`src/design/srr_defs.vh`:
```
// constants for the status reporting register block
`ifndef SRR_DEFS_VH
`define SRR_DEFS_VH

// ===========================================
// command codes on the command port
`define SRR_CMD_EVMASK_WR 4'h0
`define SRR_CMD_EVMASK_RD 4'h1
`define SRR_CMD_EVFLAG_RD 4'h2
`define SRR_CMD_SBMASK_WR 4'h3
`define SRR_CMD_SBMASK_RD 4'h4
`define SRR_CMD_SBYTE_RD 4'h5
`define SRR_CMD_CLS 4'h6
`define SRR_CMD_OPC_RD 4'h7
`define SRR_CMD_RST 4'h8
`define SRR_CMD_IDN_RD 4'h9
`define SRR_CMD_LRN_RD 4'hA
`define SRR_CMD_BANKA_WR 4'hB
`define SRR_CMD_BANKB_WR 4'hC

// ===========================================
// standard event bit positions
`define SRR_EV_PON 7
`define SRR_EV_CME 5
`define SRR_EV_EXE 4
`define SRR_EV_DDE 3
`define SRR_EV_QYE 2
`define SRR_EV_OPC 0
`define SRR_EV_SPARE6 6
`define SRR_EV_SPARE1 1

// ===========================================
// status byte bit positions
`define SRR_SB_OPER 7
`define SRR_SB_MSS 6
`define SRR_SB_ESB 5
`define SRR_SB_MAV 4
`define SRR_SB_QUES 3
`define SRR_SB_SPARE_HI 2

// ===========================================
// reset values and fixed answers
`define SRR_MASK_RST 8'h00
`define SRR_BANK_OFF 8'h00
`define SRR_BANK_ON 8'hFF
`define SRR_ASCII_ONE 8'h31
`define SRR_LRN_HDR "SYST:SET #14"
`define SRR_LRN_HDR_LEN 6'h0C
`define SRR_LRN_HDR_TOP 11
`define SRR_LRN_EVMASK 6'h00
`define SRR_LRN_SBMASK 6'h01
`define SRR_LRN_BANKA 6'h02
`define SRR_LRN_LEN 6'h10
`define SRR_IDX_ZERO 6'h00
`define SRR_IDX_ONE 6'h01

`endif

```
`src/design/srr_status_regs.v`:
```
// status reporting registers with command port and answer byte stream
`timescale 1ns/1ns
`include "srr_defs.vh"

module srr_status_regs #(
	// identity text, four comma separated fields; value is arbitrary
	parameter IDN_LEN = 24,
	parameter [8*IDN_LEN-1:0] IDN_STR = "VENDOR,MODEL01,SN0001,R1"
) (
	input wire clk,
	input wire rstn,
	input wire cmd_valid,
	output wire cmd_ready,
	input wire [3:0] cmd_code,
	input wire [7:0] cmd_data,
	output wire rsp_valid,
	input wire rsp_ready,
	output wire [7:0] rsp_data,
	output wire rsp_last,
	input wire ev_pon,
	input wire ev_cme,
	input wire ev_exe,
	input wire ev_dde,
	input wire ev_qye,
	input wire ev_opc,
	input wire oper_sum,
	input wire mav,
	input wire ques_sum,
	input wire ops_pending,
	output wire [7:0] status_byte,
	output wire srq,
	output wire cls_pulse,
	output wire [7:0] bank_a,
	output wire [7:0] bank_b
);

	// ===========================================
	// reset release
	reg rst_m_q; // first stage, read only by the second
	reg rst_n_q; // released reset used everywhere

	// async assert, release through two flops
	always @(posedge clk or negedge rstn) begin
		if (!rstn) begin
			rst_m_q <= 1'b0;
			rst_n_q <= 1'b0;
		end else begin
			rst_m_q <= 1'b1;
			rst_n_q <= rst_m_q;
		end
	end

	// ===========================================
	// answer state machine codes
	// idle takes commands, wait holds a completion answer back,
	// send offers one byte at a time until the last is accepted
	localparam [2:0] S_IDLE = 3'b001;
	localparam [2:0] S_SEND = 3'b010;
	localparam [2:0] S_WAIT = 3'b100;
	localparam [1:0] K_ONE = 2'b00;
	localparam [1:0] K_IDN = 2'b01;
	localparam [1:0] K_LRN = 2'b10;

	reg [2:0] st_q; // answer state
	reg [1:0] kind_q; // kind of stream being sent
	reg [5:0] idx_q; // byte index within stream
	reg [7:0] data_q; // byte on offer
	reg last_q; // byte on offer ends the answer
	// the three registers the host can see
	reg [7:0] ev_mask_q; // event enable mask
	reg [7:0] ev_flags_q; // standard event flags, sticky until read or cleared
	reg [7:0] sb_mask_q; // status byte enable mask
	reg [7:0] sel_prev_q; // selected status bits last cycle
	reg srq_q; // service request pulse
	reg cls_q; // clear status pulse to outside queues
	reg [7:0] bank_a_q; // channel bank a
	reg [7:0] bank_b_q; // channel bank b

	wire take = cmd_valid & (st_q == S_IDLE);
	wire [7:0] ev_now;
	wire esb;
	wire mss;
	wire [7:0] sb_now; // status byte as reported, summary included
	// status byte with its summary position held low; the summary is
	// formed from this copy so no combinational loop exists through bit 6
	wire [7:0] sb_base;
	wire [7:0] sel;
	wire [5:0] nidx;
	wire [5:0] slen;

	// ===========================================
	// event and status combination
	assign ev_now[`SRR_EV_PON] = ev_pon;
	assign ev_now[`SRR_EV_SPARE6] = 1'b0;
	assign ev_now[`SRR_EV_CME] = ev_cme;
	assign ev_now[`SRR_EV_EXE] = ev_exe;
	assign ev_now[`SRR_EV_DDE] = ev_dde;
	assign ev_now[`SRR_EV_QYE] = ev_qye;
	assign ev_now[`SRR_EV_SPARE1] = 1'b0;
	assign ev_now[`SRR_EV_OPC] = ev_opc;

	// a one in the mask lets that event reach the summary
	assign esb = |(ev_flags_q & ev_mask_q);

	// status byte without the summary; unused low bits always read zero
	assign sb_base[`SRR_SB_OPER] = oper_sum;
	assign sb_base[`SRR_SB_MSS] = 1'b0;
	assign sb_base[`SRR_SB_ESB] = esb;
	assign sb_base[`SRR_SB_MAV] = mav;
	assign sb_base[`SRR_SB_QUES] = ques_sum;
	assign sb_base[`SRR_SB_SPARE_HI:0] = 3'h0;

	// summary ignores its own position so it cannot latch itself on
	assign mss = |(sb_base & sb_mask_q);

	// summary dropped into its own slot of the reported byte
	assign sb_now = sb_base | ({7'h00, mss} << `SRR_SB_MSS);

	// bits that can request service, own summary excluded
	// a host that enables bit 6 gets no feedback path through it
	assign sel = sb_base & sb_mask_q;

	// ===========================================
	// stream byte lookup
	// learn block: header text, then mask and channel bytes
	function [7:0] byte_at;
		input [1:0] kind;
		input [5:0] i;
		reg [8*12-1:0] hdr;
		begin
			hdr = `SRR_LRN_HDR;
			byte_at = 8'h00;
			if (kind == K_IDN) begin
				byte_at = IDN_STR[8*(IDN_LEN-1-i) +: 8];
			end else if (i < `SRR_LRN_HDR_LEN) begin
				// header text goes out first character first
				byte_at = hdr[8*(`SRR_LRN_HDR_TOP-i) +: 8];
			end else begin
				// saved settings follow the header in a fixed order
				case (i - `SRR_LRN_HDR_LEN)
					`SRR_LRN_EVMASK: byte_at = ev_mask_q;
					`SRR_LRN_SBMASK: byte_at = sb_mask_q;
					`SRR_LRN_BANKA: byte_at = bank_a_q;
					default: byte_at = bank_b_q;
				endcase
			end
		end
	endfunction

	assign nidx = idx_q + `SRR_IDX_ONE;
	assign slen = (kind_q == K_IDN) ? IDN_LEN[5:0] : `SRR_LRN_LEN;

	// ===========================================
	// registers and command decode
	always @(posedge clk or negedge rst_n_q) begin
		if (!rst_n_q) begin
			ev_mask_q <= `SRR_MASK_RST;
			ev_flags_q <= `SRR_MASK_RST;
			sb_mask_q <= `SRR_MASK_RST;
			sel_prev_q <= `SRR_MASK_RST;
			srq_q <= 1'b0;
			cls_q <= 1'b0;
			bank_a_q <= `SRR_BANK_OFF;
			bank_b_q <= `SRR_BANK_OFF;
		end else begin
			// new events always land, even during a clear
			ev_flags_q <= ev_flags_q | ev_now;
			// clear pulse lasts exactly one cycle
			cls_q <= 1'b0;
			// rising edge of any selected bit asks for service
			// a bit that is already high when enabled also counts as rising
			srq_q <= |(sel & ~sel_prev_q);
			sel_prev_q <= sel;
			if (take) begin
				case (cmd_code)
					`SRR_CMD_EVMASK_WR: begin
						// full byte kept, unused positions included
						ev_mask_q <= cmd_data;
					end
					`SRR_CMD_SBMASK_WR: begin
						sb_mask_q <= cmd_data;
					end
					`SRR_CMD_EVFLAG_RD: begin
						// cleared by the read, set wins over clear
						ev_flags_q <= ev_now;
					end
					`SRR_CMD_CLS: begin
						// events landing in the same cycle survive the clear
						ev_flags_q <= ev_now;
						cls_q <= 1'b1;
					end
					`SRR_CMD_RST: begin
						bank_a_q <= `SRR_BANK_ON;
						bank_b_q <= `SRR_BANK_ON;
					end
					`SRR_CMD_BANKA_WR: begin
						bank_a_q <= cmd_data;
					end
					`SRR_CMD_BANKB_WR: begin
						bank_b_q <= cmd_data;
					end
					default: begin
						// queries leave registers alone
					end
				endcase
			end
		end
	end

	// ===========================================
	// answer sequencer
	// every answer leaves through the same registered byte so the host
	// sees data and last flag change only on an accepted byte
	always @(posedge clk or negedge rst_n_q) begin
		if (!rst_n_q) begin
			st_q <= S_IDLE;
			kind_q <= K_ONE;
			idx_q <= `SRR_IDX_ZERO;
			data_q <= 8'h00;
			last_q <= 1'b0;
		end else begin
			case (st_q)
				S_IDLE: begin
					if (take) begin
						kind_q <= K_ONE;
						idx_q <= `SRR_IDX_ZERO;
						last_q <= 1'b1;
						case (cmd_code)
							`SRR_CMD_EVMASK_RD: begin
								data_q <= ev_mask_q;
								st_q <= S_SEND;
							end
							`SRR_CMD_EVFLAG_RD: begin
								// value before the clear goes out
								data_q <= ev_flags_q;
								st_q <= S_SEND;
							end
							`SRR_CMD_SBMASK_RD: begin
								data_q <= sb_mask_q;
								st_q <= S_SEND;
							end
							`SRR_CMD_SBYTE_RD: begin
								// the byte value is the weighted sum
								// snapshot taken at the command, not at delivery
								data_q <= sb_now;
								st_q <= S_SEND;
							end
							`SRR_CMD_OPC_RD: begin
								data_q <= `SRR_ASCII_ONE;
								st_q <= S_WAIT;
							end
							`SRR_CMD_IDN_RD: begin
								kind_q <= K_IDN;
								data_q <= byte_at(K_IDN, `SRR_IDX_ZERO);
								last_q <= 1'b0;
								st_q <= S_SEND;
							end
							`SRR_CMD_LRN_RD: begin
								kind_q <= K_LRN;
								data_q <= byte_at(K_LRN, `SRR_IDX_ZERO);
								last_q <= 1'b0;
								st_q <= S_SEND;
							end
							default: begin
								st_q <= S_IDLE;
							end
						endcase
					end
				end
				S_WAIT: begin
					// answer only once nothing is pending
					if (!ops_pending) begin
						st_q <= S_SEND;
					end
				end
				S_SEND: begin
					if (rsp_ready) begin
						if (last_q) begin
							st_q <= S_IDLE;
						end else begin
							idx_q <= nidx;
							data_q <= byte_at(kind_q, nidx);
							last_q <= (nidx == slen - `SRR_IDX_ONE);
						end
					end
				end
				default: begin
					st_q <= S_IDLE;
				end
			endcase
		end
	end

	// ===========================================
	// outputs
	// one command at a time: nothing is taken while an answer is pending
	// a query therefore blocks writes until its last byte is accepted
	assign cmd_ready = (st_q == S_IDLE);
	assign rsp_valid = (st_q == S_SEND);
	assign rsp_data = data_q;
	assign rsp_last = last_q;
	// live status byte for the far side, follows levels without delay
	assign status_byte = sb_now;
	assign srq = srq_q;
	assign cls_pulse = cls_q;
	assign bank_a = bank_a_q;
	assign bank_b = bank_b_q;

endmodule

```
`config.mk`:
```
export PLATFORM = sky130hd
export DESIGN_NAME = srr_status_regs
export DESIGN_NICKNAME = d
export VERILOG_FILES = /design/src/design/srr_status_regs.v
export VERILOG_INCLUDE_DIRS = /design/src /design/src/design
export SDC_FILE = /design/constraint.sdc
export NUM_CORES = 1
export LEC_CHECK = 0
export CORE_AREA = 2 2 106 108
export DETAILED_ROUTE_END_ITERATION = 7
export DIE_AREA = 0 0 108 110
export DONT_BUFFER_PORTS = 1
export GPL_TIMING_DRIVEN = 0
export PLACE_DENSITY = 0.59
export SLEW_MARGIN = 10
export SYNTH_ARGS = -nofsm -noshare
export SYNTH_HDL_FRONTEND = slang
export SYNTH_SLANG_ARGS = --single-unit
```
`constraint.sdc`:
```
create_clock -name clk -period 2.7 [get_ports clk]
set_input_delay 0.54 -clock clk [delete_from_list [all_inputs] [get_ports clk]]
set_output_delay 0.54 -clock clk [all_outputs]
set_load 0.02 [all_outputs]
```
-- Word level (Yosys, flattened, before mapping)
Cells that the tools add are included.
- eq/ne operators: 25
- multiplexer cells: 31
- add/subtract/negate cells: 5
- reductions and logical operators: 20
- bitwise gates (word level): 7
- shifts and indexed selects: 2
- $lt $le $gt $ge: 1
- operator list (kind ; number):
    $shiftx A192 B33 Y8 const A ; 1
    $shiftx A96 B33 Y8 const A ; 1
    $mux W8 ; 7
    $pmux W8 S7 ; 1
    $pmux W8 S2 ; 3
    $and A8 B8 Y8 ; 3
    $pmux W8 S3 ; 1
    $reduce_or A8 Y1 ; 3
    $eq A4 B4 Y1 const B ; 5
    $mux W6 ; 3
    $eq A4 B3 Y1 const B ; 4
    $mux W3 ; 4
    $pmux W6 S2 ; 1
    $reduce_and A2 Y1 ; 5
    $pmux W3 S3 ; 1
    $eq A4 B2 Y1 const B ; 2
    $ne A8 B1 Y1 const B ; 1
    $not A8 Y8 ; 1
    $or A8 B7 Y8 ; 1
    $or A8 B8 Y8 ; 1
    $reduce_and A4 Y1 ; 2
    $sub A4 B6 Y7 const A ; 1
    $sub A5 B6 Y7 const A ; 1
    $add A6 B1 Y6 const B ; 1
    26 further kinds ; 37
- flip-flop bits (word level): 72
- logic and storage cells: 106
- output and inout bits: 37
- input port bits: 26

-- Longest topological paths before layout
- depth in word-level cells: 9
- depth in mapped cells: 14
- depth with buffers taken out: 12

-- Worst setup path before layout
Ideal clock, no wire load.
- path type: register to register
- from: register idx_q[0]
- to: register data_q[2], in the netlist rsp_data[2]
- stages on the path, launching flop included: 15
- buffers on the path: 2
- arrival: 3.558 ns
- setup time: 0.077 ns
- slack: -0.935 ns
- period minus slack after synthesis: 3.635 ns
- path through: dfrtp_1 -> ha_1 -> clkbuf_1 -> buf_1 -> nand3_1 -> xor2_1 -> inv_1 -> ha_1 -> or4bb_1 -> a2111o_1 -> o211ai_2 -> or4b_1 -> nand2_1 -> a2111oi_1 -> a21oi_1
- word-level cells in the longest chain between the ends: 9
- elaborated cells between the ends (all ways): 16
- RTL lines (what ; line ; RTL):
    start, declared ; srr_status_regs.v:66 ; reg [5:0] idx_q;
    start signal, assigned ; srr_status_regs.v:218 ; idx_q <= `SRR_IDX_ZERO;
    start signal, assigned ; srr_status_regs.v:226 ; idx_q <= `SRR_IDX_ZERO;
    start signal, assigned ; srr_status_regs.v:281 ; idx_q <= nidx;
    $add A6 B1 Y6 (no line) (*) ; - ;
    branches (longest 4 deep; another with $sub A4 B6 Y7) ; - ;
    $mux W8 (*) ; srr_status_regs.v:133 ; if (kind == K_IDN) begin
    $mux W8 (*) ; srr_status_regs.v:278 ; if (last_q) begin
    $mux W8 (*) ; srr_status_regs.v:277 ; if (rsp_ready) begin
    $pmux W8 S2 (*) ; srr_status_regs.v:222 ; case (st_q)
    end signal, assigned ; srr_status_regs.v:230 ; data_q <= ev_mask_q;
    end signal, assigned ; srr_status_regs.v:235 ; data_q <= ev_flags_q;
    end signal, assigned ; srr_status_regs.v:282 ; data_q <= byte_at(kind_q, nidx);
    end, declared ; srr_status_regs.v:67 ; reg [7:0] data_q;
Every way passes the cells marked *. The select of a mux whose other input is x is not followed.
A chain may end at the register's enable or synchronous reset.

-- Worst setup path after layout
- from: register idx_q[4]
- to: register data_q[3], in the netlist rsp_data[3]
Same word-level chain as after synthesis.

==> impl_metrics.prom <==
# TYPE chip_impl_metric gauge
chip_impl_metric{name="clk_pin_slew",unit="ps"} 90
chip_impl_info{name="holdCritPathClass",value="register to asynchronous set/reset pin"} 1
chip_impl_info{name="synth_flop_cell",value="sky130_fd_sc_hd__dfrtp_1"} 1
chip_impl_metric{name="dp_slack",unit="ps"} -948.7
chip_impl_metric{name="cts_buffers",unit=""} 9
chip_impl_metric{name="vdd_drop_max",unit="uV"} 547.2
chip_impl_metric{name="final-hold-violation-count",unit=""} 0
chip_impl_info{name="critical_path.endpoint_type",value="register"} 1
chip_impl_metric{name="portBuffers",unit=""} 0
chip_impl_metric{name="achievable-frequency",unit="GHz"} 0.3240
chip_impl_metric{name="boundaryPins",unit=""} 63
chip_impl_metric{name="total_die_area",unit="um^2"} 11880
chip_impl_metric{name="globalRouteTotalUtil",unit="%"} 28.97
chip_impl_metric{name="initial_core_util",unit="%"} 43.94
chip_impl_metric{name="maxSlewViolCount",unit=""} 0
chip_impl_metric{name="p_leak",unit="nW"} 2.301
chip_impl_metric{name="detailroute.via_count",unit=""} 4845
chip_impl_info{name="crit-reg2reg-capture",value="rsp_data[3]"} 1
chip_impl_metric{name="antenna_cells",unit=""} 0
chip_impl_metric{name="synth_seq_area_share",unit="%"} 35.16
chip_impl_metric{name="grt_max_degree",unit=""} 60
chip_impl_metric{name="timing.final.ws_setup",unit="ps"} -386.9
chip_impl_info{name="worst_r2r_startpoint",value="idx_q[4]"} 1
chip_impl_metric{name="worst_slew_margin_relative_to_its_limit",unit="%"} 46.19
chip_impl_metric{name="async_reset_ff_share",unit="%"} 100.0
chip_impl_metric{name="drt_pass1_iterations",unit=""} 5
chip_impl_metric{name="synthesis.area_per_instance",unit="um^2"} 8.276
chip_impl_info{name="worstSetupPathType",value="register to register"} 1
chip_impl_info{name="status",value="complete, but fails checks"} 1
chip_impl_metric{name="area_growth_syn_to_layout",unit="%"} 24.30
chip_impl_metric{name="drt_drc_violations_left",unit=""} 0
chip_impl_metric{name="detail_route.vias_per_cell",unit=""} 6.350
chip_impl_metric{name="grt_pass1_vias",unit=""} 4576
chip_impl_metric{name="core_area",unit="um^2"} 10700
chip_impl_metric{name="grt_antenna_before_repair",unit=""} 0
chip_impl_metric{name="clock_skews",unit="ps"} 13.28
chip_impl_metric{name="met3_length",unit="um"} 1595
chip_impl_metric{name="nets",unit=""} 651
chip_impl_metric{name="worstPathArrival",unit="ps"} 3400
chip_impl_metric{name="die-height",unit="um"} 110
chip_impl_metric{name="post-route-min-period",unit="ps"} 3087
chip_impl_metric{name="finalSetupViolCount",unit=""} 5
chip_impl_info{name="violations",value="negative setup slack"} 1
chip_impl_metric{name="wl_cell",unit="um"} 21.70
chip_impl_info{name="leading_cell_types_in_the_layout_fill_and_taps_excluded",value="sky130_fd_sc_hd__nor2_1, sky130_fd_sc_hd__dfrtp_1, sky130_fd_sc_hd__nand2_1"} 1
chip_impl_metric{name="setup.reg_to_reg.worst_slack",unit="ps"} -390
chip_impl_info{name="topRoutingLayerUsed",value="met4"} 1
chip_impl_metric{name="ctsHtreeMaxLevel",unit=""} 3
chip_impl_metric{name="die_w",unit="um"} 108
chip_impl_metric{name="post_synthesis_sequential_element_count",unit=""} 66
chip_impl_metric{name="synth_warnings",unit=""} 0
chip_impl_metric{name="pwr_per_cell_area",unit="nW/um^2"} 704.7
chip_impl_info{name="setup_repair_after_global_routing_missed_its_margin",value="true"} 1
chip_impl_metric{name="syn-instance-count",unit=""} 568
chip_impl_metric{name="measured_slew_at_the_worst_slew_check_pin",unit="ps"} 805.2
chip_impl_metric{name="clockBufferDepth",unit=""} 2
chip_impl_metric{name="num_rows",unit=""} 38
chip_impl_metric{name="post_route_cells_drive_above_1_share",unit="%"} 24.56
chip_impl_metric{name="critPathRequiredTime",unit="ps"} 3010
chip_impl_metric{name="insertion_delay",unit="ps"} 380
chip_impl_metric{name="globalplace.congestion",unit=""} 0.9432
chip_impl_metric{name="routed_wirelength",unit="um"} 16560
chip_impl_metric{name="hpwl",unit="um"} 11570
chip_impl_metric{name="yosys.cell_types.count",unit=""} 82
chip_impl_metric{name="final_min_period_over_clock_period",unit="%"} 114.3
chip_impl_metric{name="detail-route-antenna-nets",unit=""} 0
chip_impl_info{name="final_common_cell",value="sky130_fd_sc_hd__nor2_1"} 1
chip_impl_info{name="tritoncts",value="done"} 1
chip_impl_metric{name="timing.hold.ws",unit="ps"} 132.3
chip_impl_metric{name="power",unit="mW"} 4.118
chip_impl_metric{name="detail_route.iter0.violations",unit=""} 557
chip_impl_metric{name="synthesis.area",unit="um^2"} 4701
chip_impl_metric{name="gr-total-overflow",unit=""} 0
chip_impl_metric{name="cts.sinks",unit=""} 66
chip_impl_metric{name="met2WireLength",unit="um"} 7635
chip_impl_info{name="crit_path_start_kind",value="register"} 1
chip_impl_metric{name="crit_path_max_fanout",unit=""} 10
chip_impl_metric{name="setup-tns-final",unit="ps"} -1207
chip_impl_metric{name="drt-met1-wl",unit="um"} 6804
chip_impl_metric{name="ff2ff_path_depth",unit=""} 14
chip_impl_metric{name="grt_pass1_wl",unit="um"} 26220
chip_impl_info{name="cts_root_buffer",value="sky130_fd_sc_hd__clkbuf_8"} 1
chip_impl_metric{name="synth-edff-count",unit=""} 0
chip_impl_metric{name="drv.max_cap_violation_count",unit=""} 0
how the worst max path moves through the flow:
| stage | start | slack (ps) | to | cells past startpoint |
|---|---|---|---|---|
| after floorplan | idx_q[0] | -380 | rsp_data[2] | 14 |
| after global placement | idx_q[0] | -860 | rsp_data[2] | 12 |
| after detailed placement | idx_q[0] | -950 | rsp_data[2] | 12 |
| after CTS | idx_q[0] | -450 | rsp_data[2] | 13 |
| after global routing | idx_q[0] | -480 | rsp_data[2] | 13 |
| final | idx_q[4] | -390 | rsp_data[3] | 14 |
where the power goes:
group          switching (mW)  total, mW  internal, mW
logic                   0.698       1.26         0.561
registers               0.607       1.95          1.34
clock network           0.470      0.912         0.442
total                    1.77       4.12          2.34
cell usage after synthesis (3+ instances only):
master | count | area (um^2)
sky130_fd_sc_hd__dfrtp_1 | 65 | 1627
sky130_fd_sc_hd__o311ai_0 | 4 | 35.03
sky130_fd_sc_hd__nand2b_1 | 9 | 56.30
sky130_fd_sc_hd__o22ai_1 | 3 | 18.77
sky130_fd_sc_hd__buf_6 | 4 | 45.04
sky130_fd_sc_hd__o21ai_0 | 40 | 200.2
sky130_fd_sc_hd__a211oi_1 | 9 | 67.56
sky130_fd_sc_hd__and3_1 | 4 | 25.02
sky130_fd_sc_hd__buf_1 | 3 | 11.26
sky130_fd_sc_hd__and2_1 | 6 | 37.54
sky130_fd_sc_hd__or3_1 | 6 | 37.54
sky130_fd_sc_hd__nor3_1 | 17 | 85.08
sky130_fd_sc_hd__a31oi_1 | 6 | 37.54
sky130_fd_sc_hd__a32oi_1 | 3 | 26.28
sky130_fd_sc_hd__ha_1 | 7 | 87.58
sky130_fd_sc_hd__clkbuf_1 | 27 | 101.4
sky130_fd_sc_hd__a22oi_1 | 6 | 45.04
sky130_fd_sc_hd__nand4_1 | 6 | 37.54
sky130_fd_sc_hd__o2bb2ai_1 | 5 | 43.79
sky130_fd_sc_hd__buf_4 | 9 | 67.56
sky130_fd_sc_hd__a21o_1 | 7 | 52.55
sky130_fd_sc_hd__o211ai_1 | 4 | 30.03
sky130_fd_sc_hd__nor2_1 | 66 | 247.7
sky130_fd_sc_hd__inv_1 | 15 | 56.30
sky130_fd_sc_hd__xnor2_1 | 6 | 52.55
sky130_fd_sc_hd__a2bb2oi_1 | 3 | 26.28
sky130_fd_sc_hd__o221ai_1 | 6 | 52.55
sky130_fd_sc_hd__o2111ai_1 | 3 | 26.28
sky130_fd_sc_hd__mux2_2 | 18 | 202.7
sky130_fd_sc_hd__nand3_1 | 14 | 70.07
sky130_fd_sc_hd__o22a_1 | 4 | 35.03
sky130_fd_sc_hd__xor2_1 | 3 | 26.28
sky130_fd_sc_hd__clkinv_1 | 3 | 11.26
sky130_fd_sc_hd__nand2_1 | 61 | 229.0
sky130_fd_sc_hd__o31ai_1 | 4 | 30.03
sky130_fd_sc_hd__a21oi_1 | 32 | 160.2
sky130_fd_sc_hd__o21bai_1 | 3 | 22.52
sky130_fd_sc_hd__nor4_1 | 7 | 43.79
sky130_fd_sc_hd__a222oi_1 | 8 | 80.08
sky130_fd_sc_hd__nor3b_1 | 3 | 22.52
sky130_fd_sc_hd__nor2b_1 | 6 | 37.54
stage by stage:
step           util (%)  cells  area [um^2]
2_1_floorplan         -    570         4782
3_3_place_gp      46.34    710         4957
3_5_place_dp      46.63    711         4989
4_1_cts           53.40    758         5713
5_1_grt           54.62    763         5843
6_report          54.62    763         5843
cell families after synthesis:
logic type / synth area share, %
compound gates: 26.40
xor+xnor: 1.677
fa+ha+maj: 1.863
buf+inv: 7.213
flops: 35.16
mux: 4.738
other cells: 0.1598
simple gates: 22.78
per-layer routing:
metal,track usage [%],vias to the layer above
li1,-,2188
met1,40.27,2336
met2,46.09,276
met3,4.997,45
met4,9.432,0
met5,0,-
critical path, cell delays in order, from the launching register on:
cell	delay, ps
sky130_fd_sc_hd__dfrtp_1	400
sky130_fd_sc_hd__clkbuf_4	200
sky130_fd_sc_hd__buf_6	170
sky130_fd_sc_hd__xor2_4	170
sky130_fd_sc_hd__inv_2	80
sky130_fd_sc_hd__ha_4	130
sky130_fd_sc_hd__buf_4	120
sky130_fd_sc_hd__or4bb_1	390
sky130_fd_sc_hd__a2111o_1	460
sky130_fd_sc_hd__o211ai_4	130
sky130_fd_sc_hd__buf_4	150
sky130_fd_sc_hd__nand2_2	50
sky130_fd_sc_hd__buf_4	150
sky130_fd_sc_hd__o311ai_4	250
sky130_fd_sc_hd__o22a_1	170
what timing repair did:
item | CTS | global route
hold endpoints to repair | 2 | 0
gates resized for setup | 53 | 22
setup endpoints to repair | 16 | 32
pin swaps | 17 | 12
gates cloned | 0 | 0
buffers inserted | 34 | 7
hold buffers | 1 | 0
layout make-up:
class | instances | area (um^2)
Tap cell | 140 | 175.2
Timing Repair Buffer | 42 | 367.9
Clock buffer | 9 | 123.9
Fill cell | 993 | 4855
Clock inverter | 7 | 82.58
Multi-Input combinational cell | 437 | 3042
Sequential cell | 66 | 1659
Buffer | 43 | 315.3
Inverter | 19 | 77.57
state kept, by name (all words and copies together), names as in the netlist:
name,cells
rsp_last,1
rst_n_q,1
sel_prev_q,4
bank_a,8
st_q,3
kind_q,2
rsp_data,8
rst_m_q,1
bank_b,8
ev_flags_q,6
cls_pulse,1
srq,1
ev_mask_q,8
sb_mask_q,8
idx_q,6
(Power assumes the default switching activity.)
